[config.mk]
export PLATFORM = sky130hd
export DESIGN_NAME = upr_ctrl
export DESIGN_NICKNAME = d
export VERILOG_FILES = /design/src/upr_fifo.sv /design/src/upr_pkg.sv /design/src/upr_ctrl.sv
export VERILOG_INCLUDE_DIRS = /design/src
export SDC_FILE = /design/constraint.sdc
export NUM_CORES = 1
export LEC_CHECK = 0
export ABC_AREA = 1
export CAP_MARGIN = 10
export CORE_MARGIN = 10
export CORE_UTILIZATION = 45
export DETAILED_ROUTE_END_ITERATION = 16
export DONT_BUFFER_PORTS = 1
export HOLD_SLACK_MARGIN = 0.08
export MAX_ROUTING_LAYER = met4
export PLACE_DENSITY = 0.71
export SYNTH_ARGS = -nofsm -noshare
export SYNTH_HDL_FRONTEND = slang
export SYNTH_SLANG_ARGS = --single-unit
export TNS_END_PERCENT = 1
[constraint.sdc]
create_clock -name CLK_SYS_I -period 4.7 [get_ports CLK_SYS_I]
set_clock_uncertainty 0.2 [all_clocks]
set_input_delay 0.94 -clock CLK_SYS_I [delete_from_list [all_inputs] [get_ports CLK_SYS_I]]
set_output_delay 0.94 -clock CLK_SYS_I [all_outputs]
set_load 0.01 [all_outputs]
[src/upr_params.svh]
// Constants for the pin-level transmit and low-power control block
`ifndef UPR_PARAMS_SVH
`define UPR_PARAMS_SVH
`define UPR_FIFO_WIDTH     8
`define UPR_FIFO_DEPTH     8
`define UPR_FIFO_AW        3
`define UPR_LINE_IDLE      1'b1
`define UPR_SPACE_ACTIVE   1'b0
`define UPR_SPACE_IDLE     1'b1
`define UPR_BAUD_DIV       16'h0010
`define UPR_FRAME_BITS     4'ha
`endif

[src/upr_fifo.sv]
// Kept empty: the transmit FIFO module sits beside the control logic

[src/upr_pkg.sv]
// Types shared by the pin-level control block
package upr_pkg;
    typedef enum logic [1:0] {
        UPR_TX_IDLE,
        UPR_TX_SHIFT
    } upr_tx_state_type;
    typedef enum logic {
        UPR_DMA_SINGLE,
        UPR_DMA_BLOCK
    } upr_dma_mode_type;
endpackage : upr_pkg

[src/upr_ctrl.sv]
// Two-channel transmit pin, space indication and low-power control
// Function
// - Transmit pin high in reset, idle, disabled
// - Loopback disables pin, routes stream to receiver
// - Space indication low when FIFO has room (block DMA) or is empty (single DMA)
// - Block DMA: indication high when FIFO full
// - Indication also paces single-character DMA writes
// - Sleep input enters low power once its last two synchroniser stages agree
// - Sleep stops oscillator, isolates host pins
// - Only sleep deassertion leaves low power
// - Sleep falling edge clears FIFOs, transmit state, line and indication
// - Bus select high means separate strobes
// - Bus select low means strobe plus direction
// - Reset polarity follows bus select
`timescale 1ns/1ns
`include "upr_params.svh"
module upr_ctrl (
    input  wire logic       CLK_SYS_I,
    input  wire logic       RESET_I,
    input  wire logic       MASTER_RESET_PIN_I,
    input  wire logic       BUS_SELECT_I,
    input  wire logic       SLEEP_REQUEST_IN_I,
    input  wire logic       OSC_CLOCK_IN_I,
    input  wire logic       CS_N_I,
    input  wire logic       CHAN_SEL_I,
    input  wire logic       RD_STROBE_I,
    input  wire logic       WR_STROBE_I,
    input  wire logic [7:0] WR_DATA_I,
    input  wire logic [1:0] TX_ENABLE_I,
    input  wire logic [1:0] LOOPBACK_I,
    input  wire logic [1:0] DMA_MODE_I,
    output logic            SERIAL_OUT_CHAN_A_O,
    output logic            SERIAL_OUT_CHAN_B_O,
    output logic            XMIT_SPACE_AVAIL_N_CHAN_A_O,
    output logic            XMIT_SPACE_AVAIL_N_CHAN_B_O,
    output logic [1:0]      LOOP_RX_O,
    output logic            OSC_CLOCK_OUT_O,
    output logic            HOST_ISOLATED_O,
    output logic [1:0]      WR_ACCEPT_O
);
    // ------------------------------------------------------------
    // Pin synchronisers (three stages, second and third agree)
    // ------------------------------------------------------------
    logic [2:0] slp_sy_reg, slp_sy_next;    // Sleep request stages
    logic [2:0] bs_sy_reg,  bs_sy_next;     // Bus select stages
    logic [2:0] mr_sy_reg,  mr_sy_next;     // Master reset stages
    logic [2:0] rd_sy_reg,  rd_sy_next;     // Read/direction stages
    logic [2:0] wr_sy_reg,  wr_sy_next;     // Write strobe stages
    logic [2:0] cs_sy_reg,  cs_sy_next;     // Chip select stages
    logic       slp_reg, slp_next;          // Filtered sleep level
    logic       bs_reg,  bs_next;           // Filtered bus select
    logic       mr_reg,  mr_next;           // Filtered master reset pin
    logic       wr_q_reg, wr_q_next;        // Previous write qualifier

    // Shift every pin one stage, update filtered level when agreed
    always_comb begin
        slp_sy_next = {slp_sy_reg[1:0], SLEEP_REQUEST_IN_I};
        bs_sy_next  = {bs_sy_reg[1:0],  BUS_SELECT_I};
        mr_sy_next  = {mr_sy_reg[1:0],  MASTER_RESET_PIN_I};
        rd_sy_next  = {rd_sy_reg[1:0],  RD_STROBE_I};
        wr_sy_next  = {wr_sy_reg[1:0],  WR_STROBE_I};
        cs_sy_next  = {cs_sy_reg[1:0],  CS_N_I};
        slp_next    = (slp_sy_reg[1] == slp_sy_reg[2]) ? slp_sy_reg[2] : slp_reg;
        bs_next     = (bs_sy_reg[1] == bs_sy_reg[2]) ? bs_sy_reg[2] : bs_reg;
        mr_next     = (mr_sy_reg[1] == mr_sy_reg[2]) ? mr_sy_reg[2] : mr_reg;
    end

    // ------------------------------------------------------------
    // Host access decode
    // ------------------------------------------------------------
    logic host_wr;                           // Write qualifier level
    logic wr_pulse;                          // One write per strobe
    logic pin_reset;                         // Master reset, polarity applied
    logic sleep_exit;                        // Sleep falling edge
    logic soft_clear;                        // Synchronous full clear
    logic cs_low;                            // Chip select low in both late stages
    logic wr_low;                            // Write strobe low in both late stages
    logic dir_low;                           // Direction pin low in both late stages

    // A pin level counts only once the last two stages agree
    assign cs_low  = !cs_sy_reg[1] && !cs_sy_reg[2];
    assign wr_low  = !wr_sy_reg[1] && !wr_sy_reg[2];
    assign dir_low = !rd_sy_reg[1] && !rd_sy_reg[2];

    always_comb begin
        host_wr = 1'b0;
        if (bs_reg) begin
            host_wr = cs_low && wr_low;
        end else begin
            host_wr = cs_low && wr_low && dir_low;
        end
        wr_q_next = host_wr;
    end
    // Active high with select high, active low otherwise
    assign pin_reset  = bs_reg ? mr_reg : !mr_reg;
    assign sleep_exit = slp_reg && (slp_sy_reg[1] == slp_sy_reg[2]) && !slp_sy_reg[2];
    assign soft_clear = pin_reset || sleep_exit;
    // Host ignored while asleep; only the sleep pin brings it back
    assign wr_pulse   = host_wr && !wr_q_reg && !slp_reg;

    always_ff @(posedge CLK_SYS_I or posedge RESET_I) begin
        if (RESET_I) begin
            slp_sy_reg <= 3'h0;
            bs_sy_reg  <= 3'h7;
            mr_sy_reg  <= 3'h0;
            rd_sy_reg  <= 3'h7;
            wr_sy_reg  <= 3'h7;
            cs_sy_reg  <= 3'h7;
            slp_reg    <= 1'b0;
            bs_reg     <= 1'b1;
            mr_reg     <= 1'b0;
            wr_q_reg   <= 1'b0;
        end else begin
            slp_sy_reg <= slp_sy_next;
            bs_sy_reg  <= bs_sy_next;
            mr_sy_reg  <= mr_sy_next;
            rd_sy_reg  <= rd_sy_next;
            wr_sy_reg  <= wr_sy_next;
            cs_sy_reg  <= cs_sy_next;
            slp_reg    <= slp_next;
            bs_reg     <= bs_next;
            mr_reg     <= mr_next;
            wr_q_reg   <= wr_q_next;
        end
    end

    // ------------------------------------------------------------
    // Oscillator gate and host isolation
    // ------------------------------------------------------------
    assign OSC_CLOCK_OUT_O = OSC_CLOCK_IN_I && !slp_reg;
    assign HOST_ISOLATED_O = slp_reg;

    // ------------------------------------------------------------
    // Per-channel transmit path
    // ------------------------------------------------------------
    logic [1:0] ser;                         // Serial stream per channel
    logic [1:0] space_n;                     // Space indication per channel

    for (genvar c = 0; c < 2; c++) begin : g_chan
        logic       f_in_valid, f_in_ready, f_out_valid, f_out_ready;
        logic [7:0] f_out_data;
        logic [9:0] sh_reg,  sh_next;        // Frame shifter
        logic [3:0] bit_reg, bit_next;       // Bits left
        logic [15:0] div_reg, div_next;      // Baud divider
        logic       line_reg, line_next;     // Registered line level
        logic       sp_reg,  sp_next;        // Registered space indication
        upr_pkg::upr_tx_state_type st_reg, st_next;
        logic       tick;

        // A clear in the same cycle wins over a write
        assign f_in_valid  = wr_pulse && (CHAN_SEL_I == 1'(c)) && !soft_clear;
        assign f_out_ready = (st_reg == upr_pkg::UPR_TX_IDLE) && TX_ENABLE_I[c] && !slp_reg;
        assign tick        = (div_reg == 16'h0000);

        upr_fifo u_fifo (
            .clk_i       (CLK_SYS_I),
            .rst_i       (RESET_I),
            .flush_i     (soft_clear),
            .in_valid_i  (f_in_valid),
            .in_ready_o  (f_in_ready),
            .in_data_i   (WR_DATA_I),
            .out_valid_o (f_out_valid),
            .out_ready_i (f_out_ready),
            .out_data_o  (f_out_data)
        );

        // Shifter, divider and indication next values
        always_comb begin
            st_next   = st_reg;
            sh_next   = sh_reg;
            bit_next  = bit_reg;
            div_next  = tick ? `UPR_BAUD_DIV - 16'h0001 : div_reg - 16'h0001;
            line_next = `UPR_LINE_IDLE;
            sp_next   = `UPR_SPACE_ACTIVE;
            case (st_reg)
                upr_pkg::UPR_TX_IDLE: begin
                    if (f_out_valid && f_out_ready) begin
                        sh_next  = {1'b1, f_out_data, 1'b0};
                        bit_next = `UPR_FRAME_BITS;
                        div_next = `UPR_BAUD_DIV - 16'h0001;
                        st_next  = upr_pkg::UPR_TX_SHIFT;
                    end
                end
                upr_pkg::UPR_TX_SHIFT: begin
                    line_next = sh_reg[0];
                    if (tick) begin
                        sh_next  = {1'b1, sh_reg[9:1]};
                        bit_next = bit_reg - 4'h1;
                        if (bit_reg == 4'h1) st_next = upr_pkg::UPR_TX_IDLE;
                    end
                end
                default: st_next = upr_pkg::UPR_TX_IDLE;
            endcase
            if (!TX_ENABLE_I[c]) line_next = `UPR_LINE_IDLE;
            // Block mode drops indication on full; single mode on any pending word
            if (DMA_MODE_I[c] == upr_pkg::UPR_DMA_BLOCK) begin
                sp_next = f_in_ready ? `UPR_SPACE_ACTIVE : `UPR_SPACE_IDLE;
            end else begin
                sp_next = (f_in_ready && !f_out_valid) ? `UPR_SPACE_ACTIVE
                                                       : `UPR_SPACE_IDLE;
            end
            if (soft_clear) begin
                st_next   = upr_pkg::UPR_TX_IDLE;
                line_next = `UPR_LINE_IDLE;
                sp_next   = `UPR_SPACE_ACTIVE;
            end
        end

        always_ff @(posedge CLK_SYS_I or posedge RESET_I) begin
            if (RESET_I) begin
                st_reg   <= upr_pkg::UPR_TX_IDLE;
                sh_reg   <= 10'h3ff;
                bit_reg  <= 4'h0;
                div_reg  <= 16'h0000;
                line_reg <= `UPR_LINE_IDLE;
                sp_reg   <= `UPR_SPACE_ACTIVE;
            end else begin
                st_reg   <= st_next;
                sh_reg   <= sh_next;
                bit_reg  <= bit_next;
                div_reg  <= div_next;
                line_reg <= line_next;
                sp_reg   <= sp_next;
            end
        end

        assign ser[c]         = line_reg;
        assign space_n[c]     = sp_reg;
        assign WR_ACCEPT_O[c] = f_in_valid && f_in_ready;
    end

    // ------------------------------------------------------------
    // Pin outputs with loopback gating
    // ------------------------------------------------------------
    assign SERIAL_OUT_CHAN_A_O = LOOPBACK_I[0] ? `UPR_LINE_IDLE : ser[0];
    assign SERIAL_OUT_CHAN_B_O = LOOPBACK_I[1] ? `UPR_LINE_IDLE : ser[1];
    assign LOOP_RX_O           = {LOOPBACK_I[1] ? ser[1] : `UPR_LINE_IDLE,
                                  LOOPBACK_I[0] ? ser[0] : `UPR_LINE_IDLE};
    assign XMIT_SPACE_AVAIL_N_CHAN_A_O = space_n[0];
    assign XMIT_SPACE_AVAIL_N_CHAN_B_O = space_n[1];
endmodule : upr_ctrl

// ------------------------------------------------------------
// Transmit FIFO: flip-flop storage, valid and ready on both sides
// ------------------------------------------------------------
module upr_fifo #(
    parameter int WIDTH = `UPR_FIFO_WIDTH,
    parameter int DEPTH = `UPR_FIFO_DEPTH,
    parameter int AW    = `UPR_FIFO_AW
) (
    input  wire logic             clk_i,
    input  wire logic             rst_i,
    input  wire logic             flush_i,
    input  wire logic             in_valid_i,
    output logic                  in_ready_o,
    input  wire logic [WIDTH-1:0] in_data_i,
    output logic                  out_valid_o,
    input  wire logic             out_ready_i,
    output logic      [WIDTH-1:0] out_data_o
);
    logic [WIDTH-1:0] mem_reg [DEPTH];      // Storage words
    logic [AW-1:0]    wr_reg, wr_next;      // Write index
    logic [AW-1:0]    rd_reg, rd_next;      // Read index
    logic [AW:0]      cnt_reg, cnt_next;    // Fill count
    logic             push, pop;

    // Room while the count is below the depth
    assign in_ready_o  = (cnt_reg < (AW+1)'(DEPTH));
    assign out_valid_o = (cnt_reg != '0);
    assign out_data_o  = mem_reg[rd_reg];
    assign push        = in_valid_i && in_ready_o;
    assign pop         = out_valid_o && out_ready_i;

    // Next pointers and count
    always_comb begin
        wr_next  = wr_reg;
        rd_next  = rd_reg;
        cnt_next = cnt_reg;
        if (flush_i) begin
            wr_next  = '0;
            rd_next  = '0;
            cnt_next = '0;
        end else begin
            if (push) wr_next = wr_reg + 1'b1;
            if (pop)  rd_next = rd_reg + 1'b1;
            if (push && !pop) cnt_next = cnt_reg + 1'b1;
            else if (pop && !push) cnt_next = cnt_reg - 1'b1;
        end
    end

    // Register pointers
    always_ff @(posedge clk_i or posedge rst_i) begin
        if (rst_i) begin
            wr_reg  <= '0;
            rd_reg  <= '0;
            cnt_reg <= '0;
        end else begin
            wr_reg  <= wr_next;
            rd_reg  <= rd_next;
            cnt_reg <= cnt_next;
        end
    end

    // Storage, no reset needed
    always_ff @(posedge clk_i) begin
        if (push && !flush_i) mem_reg[wr_reg] <= in_data_i;
    end
endmodule : upr_fifo

# After elaboration in Yosys (flattened, before gate mapping)
# Memories as Yosys holds them, arrays and structs flattened.
# Cells that the tools add are included.
dict set report word_totals {
  mem_bits_rw 128
  out_inout_bits 10
  reg_bits 110
  memories 2
}
# memory words word_bits read_ports rd_clocked_by_memory_dff wr line
set mem_list {}
lappend mem_list {{g_chan[0].u_fifo.mem_reg} 8 8 1 0 1 upr_ctrl.sv:261} ;# logic [WIDTH-1:0] mem_reg [DEPTH];
lappend mem_list {{g_chan[1].u_fifo.mem_reg} 8 8 1 0 1 upr_ctrl.sv:261}
dict set report classes {
  n_mux 66
  add_sub_neg 12
  n_lt_le_gt_ge 2
  n_bitwise 1
  n_reduce_logical 66
  eq_ne 17
}
# cell n
set ops {}
lappend ops {{$mux 16} 6}
lappend ops {{$mux 10} 4}
lappend ops {{$mux 4} 10}
lappend ops {{$pmux 10 s2} 2}
lappend ops {{$logic_not 16->1} 2}
lappend ops {{$sub 16x1->16 const B} 2}
lappend ops {{$logic_and 1x1->1} 30}
lappend ops {{$mux 1} 24}
lappend ops {{$mux 3} 8}
lappend ops {{$logic_not 1->1} 17}
lappend ops {{$mux 2} 8}
lappend ops {{$pmux 4 s2} 2}
lappend ops {{$sub 4x1->4 const B} 4}
lappend ops {{$add 3x1->3 const B} 4}
lappend ops {{$ne 3x2->1 const B} 4}
lappend ops {{$reduce_and 3->1} 4}
lappend ops {{$reduce_bool 2->1} 6}
lappend ops {{$add 4x1->4 const B} 2}
lappend ops {{$eq 4x1->1 const B} 2}
lappend ops {{$lt 4x4->1 const B} 2}
lappend ops {{$pmux 2 s2} 2}
lappend ops {{$reduce_bool 4->1} 2}
lappend ops {{$ne 3x1->1 const B} 2}
lappend ops {{$reduce_bool 3->1} 2}
lappend ops {{7 further kinds} 13}

# Logic depth before layout (Yosys ltp)
# Gate-level depths: netlist of run 1.
dict set report depth {
  depth_word 15
  mapped_depth 14
  mapped_depth_nobuf 14
}

# By module
# A second synthesis of run 1 with hierarchy kept.
dict set report hier_totals {
  cells_unflattened 1031
  area_unflattened_um2 10406.2
}
# mod seq_area_each_um2 area_each_um2 instances cells_each
set modules_own_cells {}
lappend modules_own_cells {upr_fifo 2172.1 3154.3 2 283}
lappend modules_own_cells {upr_ctrl 2193.4 4097.7 1 465}

# Worst setup path before layout of run 1
# No wires, ideal clock.
dict set report synth_timing {
  path_kind {input port to flip-flop}
  startpoint {input CHAN_SEL_I}
  endpoint {register g_chan[0].u_fifo.cnt_reg[3]}
  n_path_buf 0
  arrival_time_ps 2425
  required_ps 4379
  cell_stages 10
  path_slack_ps 1954
  path_cell_list {nor4_4 > ha_1 > inv_1 > ha_1 > a21oi_1 > nand2_1 > nand2_1 > nand2_1 > o221ai_1 > inv_1}
}
dict set report synth_via {
  elab_chain_cells 7
  elab_cells_between_ends 10
}
# item line
set synth_rtl {}
lappend synth_rtl {{from (decl)} upr_ctrl.sv:25} ;# input wire logic CHAN_SEL_I,
lappend synth_rtl {{$not 1->1 (*)} upr_ctrl.sv:151} ;# assign f_in_valid = wr_pulse && (CHAN_SEL_I == 1'(c)) && !soft_clear;
lappend synth_rtl {{$logic_and 1x1->1 (*) (2 in series)} upr_ctrl.sv:151}
lappend synth_rtl {{$logic_and 1x1->1 (*)} upr_ctrl.sv:271} ;# assign push = in_valid_i && in_ready_o;
lappend synth_rtl {{$logic_and 1x1->1 or $logic_not 1->1 (tied branches)} {upr_ctrl.sv:286, upr_ctrl.sv:287}}
lappend synth_rtl {{$mux 4 or $logic_and 1x1->1 (tied branches)} {upr_ctrl.sv:286, upr_ctrl.sv:287}}
lappend synth_rtl {{$mux 4 or $reduce_bool 3->1 (tied branches)} n/a}
lappend synth_rtl {{to (signal assigned)} upr_ctrl.sv:300} ;# cnt_reg <= cnt_next;
lappend synth_rtl {{to (decl)} upr_ctrl.sv:264} ;# logic [AW:0] cnt_reg, cnt_next;
# Mark *: on every way between the ends. The rest lies on a longest branch, timed or not.
# A chain may end at the register's enable or synchronous reset.

# Final worst setup path of run 1
dict set report layout_timing {
  startpoint {register bs_reg}
  endpoint {output WR_ACCEPT_O[0]}
}
dict set report layout_via {
  elab_chain_cells 6
  elab_cells_between_ends 9
}
# item line
set layout_rtl {}
lappend layout_rtl {{from (decl)} upr_ctrl.sv:51} ;# logic bs_reg, bs_next;
lappend layout_rtl {{from (signal assigned)} upr_ctrl.sv:121} ;# bs_reg <= bs_next;
lappend layout_rtl {{$mux 1} upr_ctrl.sv:87} ;# if (bs_reg) begin
lappend layout_rtl {{$logic_and 1x1->1 (2 in series)} upr_ctrl.sv:99} ;# assign wr_pulse = host_wr && !wr_q_reg && !slp_reg;
lappend layout_rtl {{$logic_and 1x1->1} upr_ctrl.sv:151}
lappend layout_rtl {{$logic_and 1x1->1 (*)} upr_ctrl.sv:151}
lappend layout_rtl {{$logic_and 1x1->1 (*)} upr_ctrl.sv:229} ;# assign WR_ACCEPT_O[c] = f_in_valid && f_in_ready;
lappend layout_rtl {{to (decl)} upr_ctrl.sv:39} ;# output logic [1:0] WR_ACCEPT_O
# Marks and branches as above.

==> results of run 1 <==
-- cell usage after synthesis (all sizes together) --
master  instances
dfrtp          73
inv            73
o221ai          1
fa              2
nor4            7
xor2           18
o211ai         19
clkinv          2
nand3          46
nand3b          1
buf            17
ha             17
o21a            2
dfstp          33
nand2         151
clkbuf         18
o22ai          11
maj3            2
or2             9
nor3b           2
a211oi          2
o21bai          1
a21oi          14
o21ai          97
nor3           29
nor2          156
edfxtp        128
a31oi           2
nand4           6
o31ai           1
and3            3
xnor2           9
-- worst reg2reg max path: stages, from the launching register on --
cell     delay [ps]
dfstp_2         560
nand2_1          60
nand2_1         130
nand2_4         130
nor4_4          650
nand2_2         170
nor3_1          890
-- power groups by stage --
stage               Sequential (mW)  Combinational (mW)  Clock (mW)
floorplan                      2.61               0.822           0
global placement               2.68               0.938           0
detailed placement             2.68               0.978           0
CTS                            2.64               0.982        2.01
global route                   2.68                1.13        2.09
finish                         2.64               0.976        1.98
-- metrics by stage --
step	total power [mW]	hold WS (ps)	utilization
6_report	5.60	156	0.510
5_1_grt	5.91	158	0.510
4_1_cts	5.64	157	0.510
3_5_place_dp	3.65	139	0.472
3_3_place_gp	3.61	139	0.472
2_1_floorplan	3.44	131	-
-- layer usage --
layer | wire [um] | up-vias | share of wire
li1 | - | 3229 | -
met1 | 9220 | 3250 | 0.44
met2 | 10000 | 175 | 0.47
met3 | 1540 | 36 | 0.073
met4 | 378 | 0 | 0.018
met5 | 0 | - | 0
-- worst max-delay path by stage --
| stage | startpoint | endpoint | slack (ps) | depth (start not counted) |
|---|---|---|---|---|
| floorplan | RESET_I | HOST_ISOLATED_O$_DFFE_PP0N_ | 830 | 1 |
| global placement | CHAN_SEL_I | g_chan[0].u_fifo.mem_reg[0][3]$_DFFE_PP_ | 1470 | 3 |
| detailed placement | CHAN_SEL_I | g_chan[0].u_fifo.mem_reg[0][5]$_DFFE_PP_ | 1410 | 3 |
| CTS | bs_reg$_DFFE_PP1N_ | WR_ACCEPT_O[0] | 1480 | 4 |
| global route | g_chan[0].st_reg[0]$_DFFE_PP0P_ | g_chan[0].u_fifo.cnt_reg[3]$_DFFE_PP0P_ | 1370 | 11 |
| finish | bs_reg$_DFFE_PP1N_ | WR_ACCEPT_O[0] | 1530 | 4 |
-- layout make-up --
type,count,area (um^2)
fill,1900,10800
clock buffer,32,682
clock inverter,14,150
inverter,75,284
tap,280,350
timing repair buffer,7,52.6
multi-input combinational,608,3130
sequential,234,6540
-- logic make-up (layout without fill, tap and decap cells) --
group,after synthesis,after routing,share of synthesized area
flip-flops,234,234,0.646
buffers and inverters,110,128,0.0440
AO/OA/AOI/OAI,150,150,0.0824
XOR/XNOR,27,27,0.0234
AND/OR/NAND/NOR,410,410,0.177
adder cells (fa/ha/maj),21,21,0.0270
==> key figures, run 1 <==
STA
  – Final worst path period share: 0.675
  – Fin crit period: 3170 ps
  – Final hold vios: 0
  – Count of final setup violators: 0
  – RSZ-0062 raised after global routing: no
  – Slew headroom: 0.255
  – Setup Total Neg Slack: 0 ps
  – Least-Margin Pin Slew: 1110 ps
  – Max-slew violations: 0
  – Fmax: 315 MHz
  – Worst Slack Setup Final: 1530 ps

Layout
  – Area Overhead vs Synth: 10.6%
  – Max reg flops: 128
  – Cell area after layout: 11200 um^2
  – Fin cells: 1250
  – Commonest cells after routing, fill and taps aside: nor2_1, nand2_1, edfxtp_1, o21ai_0, dfrtp_1
  – Ratio of cells with drive above 1 in the final layout: 0.112
  – Final net count: 994
  – ANT cells: 0
  – Commonest non-fill, non-tap cell in the layout: nor2_1

Global routing
  – Met1 usage: 0.185
  – Largest net degree at the start of global routing: 74
  – Most used routing layer: met2
  – Gr usage total: 0.149
  – Global-route wire length before repair: 34.0 mm
  – GRT met3 Usage: 0.0361
  – Vias in the first global route: 6470
  – Initial antenna violation count: 0
  – Grt ovf: 0
  – M2 GR Usage: 0.242

Route
  – Drt drc: 0
  – Vias: 6690
  – Wire per inst: 16.9 um
  – Routed WL: 21.2 mm
  – Initial DRC Count: 575
  – Post-DRT Antenna Nets: 0
  – Vias per inst: 5.35
  – Pre-antenna DRT Iters: 5

Clock tree
  – CTS buffer count: 25
  – Hold_buf cts: 0
  – CTS-repair resized insts: 0
  – CTS root buf: clkbuf_16
  – Post-CTS setup buffers: 0
  – Clk Latency, worst-skew pair: 520 ps
  – CTS tree: yes
  – Clock Path Buffers: 3
  – Max H-tree Level: 1
  – Clk pin slew, worst setup/hold paths: 60 ps
  – CTS Sinks: 234

Power
  – Sw power: 1.61 mW
  – Sequential Power Share: 0.472
  – P_int: 4.00 mW
  – Power per standard cell area: 501 nW/um^2
  – Reported leakage power: 4.48 nW
  – Switching Fraction: 0.287
  – Comb power frac: 0.174
  – Peak VDD IR: 284 uV
  – Clock power frac: 0.354

Floorplan
  – DIE AREA: 28900 um^2
  – Starting Density: 0.461
  – FP Rows: 54
  – Core area: 22000 um^2
  – Io pins: 34
  – Die width: 170 um
  – Die height: 170 um

Place
  – Final GP Congestion: 0.868
  – DP HPWL: 13.7 mm
  – Placed cell area: 10400 um^2
  – # placed instances: 1204
  – DP Worst Slack: 1410 ps
  – Port Buffers: 0

Critical path
  – Kind of cell adding the most delay to the critical path: simple AND/OR/NAND/NOR gates
  – Crit path max-delay cell type: nor4_4
  – Crit path launch type: register
  – Buffers and inverters on the worst path: 0
  – Worst path max stage delay: 650 ps
  – Data required, critical path: 3560 ps
  – CP dominant cell by count: nand2_1
  – Reg2reg end: g_chan[0].u_fifo.mem_reg[4][7]$_DFFE_PP_
  – Worst setup EP type: primary output
  – Critical Path AT: 2030 ps
  – CP Cell Sequence: nand2_1 -> nand2_1 -> nand2_4 -> nor4_4
  – R2R setup slack: 1550 ps
  – RR Startpoint: bs_reg$_DFFE_PP1N_
  – Critical path type: reg2out
  – CP max FO: 10
  – R2R cell count: 6

Yosys
  – Mapped Nets: 995
  – Synth warn: 0
  – Post-Syn Area: 10100 um^2
  – Ranking of synthesized cells by area: edfxtp_1, dfrtp_1, dfstp_2
  – Synth Area per Inst: 10.6 um^2
  – Seq cells post-synth: 234
  – Cell count after synthesis: 952
  – Synth area leader: edfxtp_1
  – Post-synth top area share: 0.380
  – Yosys cell types: 44
  – Sequential share of the synthesized area: 0.646

Worst hold path
  – Hold Crit Endpoint: bs_sy_reg[1]$_DFF_PP1_
  – Worst hold start: bs_sy_reg[0]$_DFF_PP1_
  – Hold Crit Class: reg2reg
  – Hold Path Stages: 0

Run
  – Max Cap Violations: 0

Outcome
  – Status: finished clean
Note: power is estimated with default switching activity, not from simulation.
==> inputs of run 2 (changes only) <==
Settings changed: ABC_AREA 1 to 0, PLACE_DENSITY 0.71 to 0.73.
Clock period 4.7 ns to 2.55 ns, I/O delays scaled along.
==> run 2 against run 1 <==
  * Critical path depth grew 1
  * Via count is 14% lower
  * Sequential share of layout area down 2.1 points
  * Synthesized cell count shrank 32%
  * Non-clock buffer count up 67
==> key figures, run 2 <==
Clock tree
  – CTS Sinks: 234
  – Max H-tree Level: 1
  – Clk Latency, worst-skew pair: 520 ps
  – Clk pin slew, worst setup/hold paths: 60 ps
  – Clock Path Buffers: 3
  – CTS root buf: clkbuf_16
  – CTS buffer count: 24
  – CTS tree: yes

Critical path
  – Critical Path AT: 1830 ps
  – Crit path launch type: register
  – R2R cell count: 10
  – Reg2reg end: g_chan[0].u_fifo.cnt_reg[3]$_DFFE_PP0P_
  – R2R setup slack: 20 ps
  – CP max FO: 4
  – RR Startpoint: bs_reg$_DFFE_PP1N_
  – Data required, critical path: 1840 ps
  – Critical path type: reg2out
  – Worst setup EP type: primary output

Route
  – Pre-antenna DRT Iters: 5
  – Drt drc: 0
  – Post-DRT Antenna Nets: 0
  – Wl on met1: 8.72 mm
  – Initial DRC Count: 441
  – Met2 Wirelength: 10.3 mm
  – Vias per inst: 5.64
  – Met3 WL: 729 um
  – Wire per inst: 19.9 um
  – Routed WL: 20.3 mm
  – Max Used Layer: met4
  – Vias: 5739

Place
  – DP HPWL: 13.2 mm
  – DP Worst Slack: -263 ps
  – Final GP Congestion: 0.843
  – Placed cell area: 10400 um^2
  – Port Buffers: 0

Yosys
  – Most frequent cell after synthesis: edfxtp_1
  – Ys async rst share: 0.453
  – Cell count after synthesis: 648
  – Mapped Nets: 691
  – Synth Area per Inst: 15.0 um^2
  – Ranking of synthesized cells by area: edfxtp_1, dfrtp_1, dfstp_2
  – Synth warn: 0
  – EDFF count, synth: 128
  – Seq cells post-synth: 234
  – Commonest cells post-synth: edfxtp_1, dfrtp_1, nor2_1
  – Synth area leader: edfxtp_1
  – Yosys cell types: 58
  – Top FF cell, synth: edfxtp_1
  – Sequential share of the synthesized area: 0.673
  – Post-synth top area share: 0.396
  – Post-Syn Area: 9710 um^2

Global routing
  – Gr usage total: 0.146
  – Largest net degree at the start of global routing: 107
  – Initial antenna violation count: 1
  – Vias in the first global route: 6214
  – Grt ovf: 0
  – Global-route wire length before repair: 32.7 mm

STA
  – RSZ-0062 raised after global routing: yes
  – WHS: 155 ps
  – Fmax: 394 MHz
  – Fin crit period: 2540 ps
  – Slew headroom: 0.550
  – Max-slew violations: 0
  – Final worst path period share: 0.996
  – Least-Margin Pin Slew: 669 ps
  – Worst Slack Setup Final: 11.5 ps
  – Final hold vios: 0
  – Count of final setup violators: 0

Power
  – Power per standard cell area: 898 nW/um^2
  – Clock power frac: 0.387
  – Sw power: 2.61 mW
  – Comb power frac: 0.137
  – Peak VDD IR: 466 uV
  – P_int: 7.82 mW
  – Switching Fraction: 0.250
  – Sequential Power Share: 0.476
  – Reported leakage power: 4.30 nW

Floorplan
  – Core area: 21200 um^2
  – FP Rows: 53
  – Starting Density: 0.459
  – Io pins: 34
  – Die width: 167 um
  – Die height: 167 um
  – DIE AREA: 27800 um^2

Layout
  – Final core utilization: 0.549
  – Ratio of cells with drive above 1 in the final layout: 0.272
  – Max reg flops: 128
  – Fillers: 1639
  – Final net count: 767
  – Commonest non-fill, non-tap cell in the layout: edfxtp_1
  – Cell area after layout: 11600 um^2
  – Commonest cells after routing, fill and taps aside: edfxtp_1, dfrtp_1, buf_4, nor2_1, dfstp_2
  – Area Overhead vs Synth: 19.6%

Worst hold path
  – Hold Crit Endpoint: bs_sy_reg[1]$_DFF_PP1_
  – Hold Path Stages: 0
  – Worst hold start: bs_sy_reg[0]$_DFF_PP1_
  – Hold Crit Class: reg2reg

Run
  – Max Cap Violations: 0

Outcome
  – Status: finished clean
## run 2: cell families after synthesis
| kind of cell | count (synthesis) | share of synthesized area |
|---|---|---|
| XOR/XNOR | 28 | 0.0253 |
| AO/OA/AOI/OAI | 83 | 0.0624 |
| AND/OR/NAND/NOR | 191 | 0.105 |
| buffers and inverters | 48 | 0.0198 |
| adder cells (fa/ha/maj) | 22 | 0.0291 |
| multiplexers | 42 | 0.0847 |
| flip-flops | 234 | 0.673 |
## run 2: critical path: stages, from the launching register on
cell      delay, ps
dfstp_2         580
o21bai_1        190
nand4_1         200
inv_2           120
buf_4           120
buf_6           110
## run 2: layout make-up
cell class / count / area [um^2] / area share
flip-flops and latches: 234 / 6540 / 0.563
repair buffers: 74 / 619 / 0.0533
multi-input cells: 366 / 3080 / 0.266
inverters: 24 / 93.8 / 0.00808
clock inverters: 18 / 302 / 0.0260
clock buffers: 26 / 628 / 0.0541
diodes: 1 / 2.50 / 0.000216
well taps: 275 / 344 / 0.0296
## run 2: how the worst max path moves through the flow
stage | startpoint | end | slack, ps | cells after the start
finish | bs_reg$_DFFE_PP1N_ | WR_ACCEPT_O[0] | 10 | 5
global placement | TX_ENABLE_I[0] | g_chan[0].u_fifo.cnt_reg[3]$_DFFE_PP0P_ | -150 | 10
CTS | wr_sy_reg[1]$_DFF_PP1_ | WR_ACCEPT_O[0] | 7 | 6
detailed placement | TX_ENABLE_I[0] | g_chan[0].u_fifo.cnt_reg[3]$_DFFE_PP0P_ | -260 | 10
floorplan | TX_ENABLE_I[0] | g_chan[0].u_fifo.cnt_reg[3]$_DFFE_PP0P_ | -560 | 10
global route | bs_reg$_DFFE_PP1N_ | WR_ACCEPT_O[0] | -50 | 5
## run 2: what timing repair did
action | 4_1_cts | 5_1_grt
hold endpoints to repair | 211 | 0
gates resized for setup | 15 | 8
setup endpoints to repair | 2 | 6
hold buffers | 19 | 0
pin swaps | 5 | 4
buffers inserted | 2 | 1
## run 2: through the flow
stage / setup TNS (ps) / std cells / power (mW)
finish: 0 / 1018 / 10.4
global route: -93.6 / 1018 / 10.9
CTS: 0 / 1016 / 10.5
detailed placement: -408 / 951 / 6.36
global placement: -148 / 951 / 6.22
floorplan: -1680 / 648 / 5.94
## run 2: per-layer routing
layer	track usage	vias up
met5	-	-
met4	0.0428	0
met3	0.0235	39
met2	0.246	134
met1	0.178	2955
li1	-	2611
## run 2: power groups by stage
stage	clock (mW)	combinational (mW)	sequential (mW)
after floorplan	0	1.03	4.90
after global placement	0	1.26	4.96
after detailed placement	0	1.35	5.02
after CTS	4.10	1.42	4.95
after global routing	4.24	1.60	5.02
final	4.04	1.43	4.96
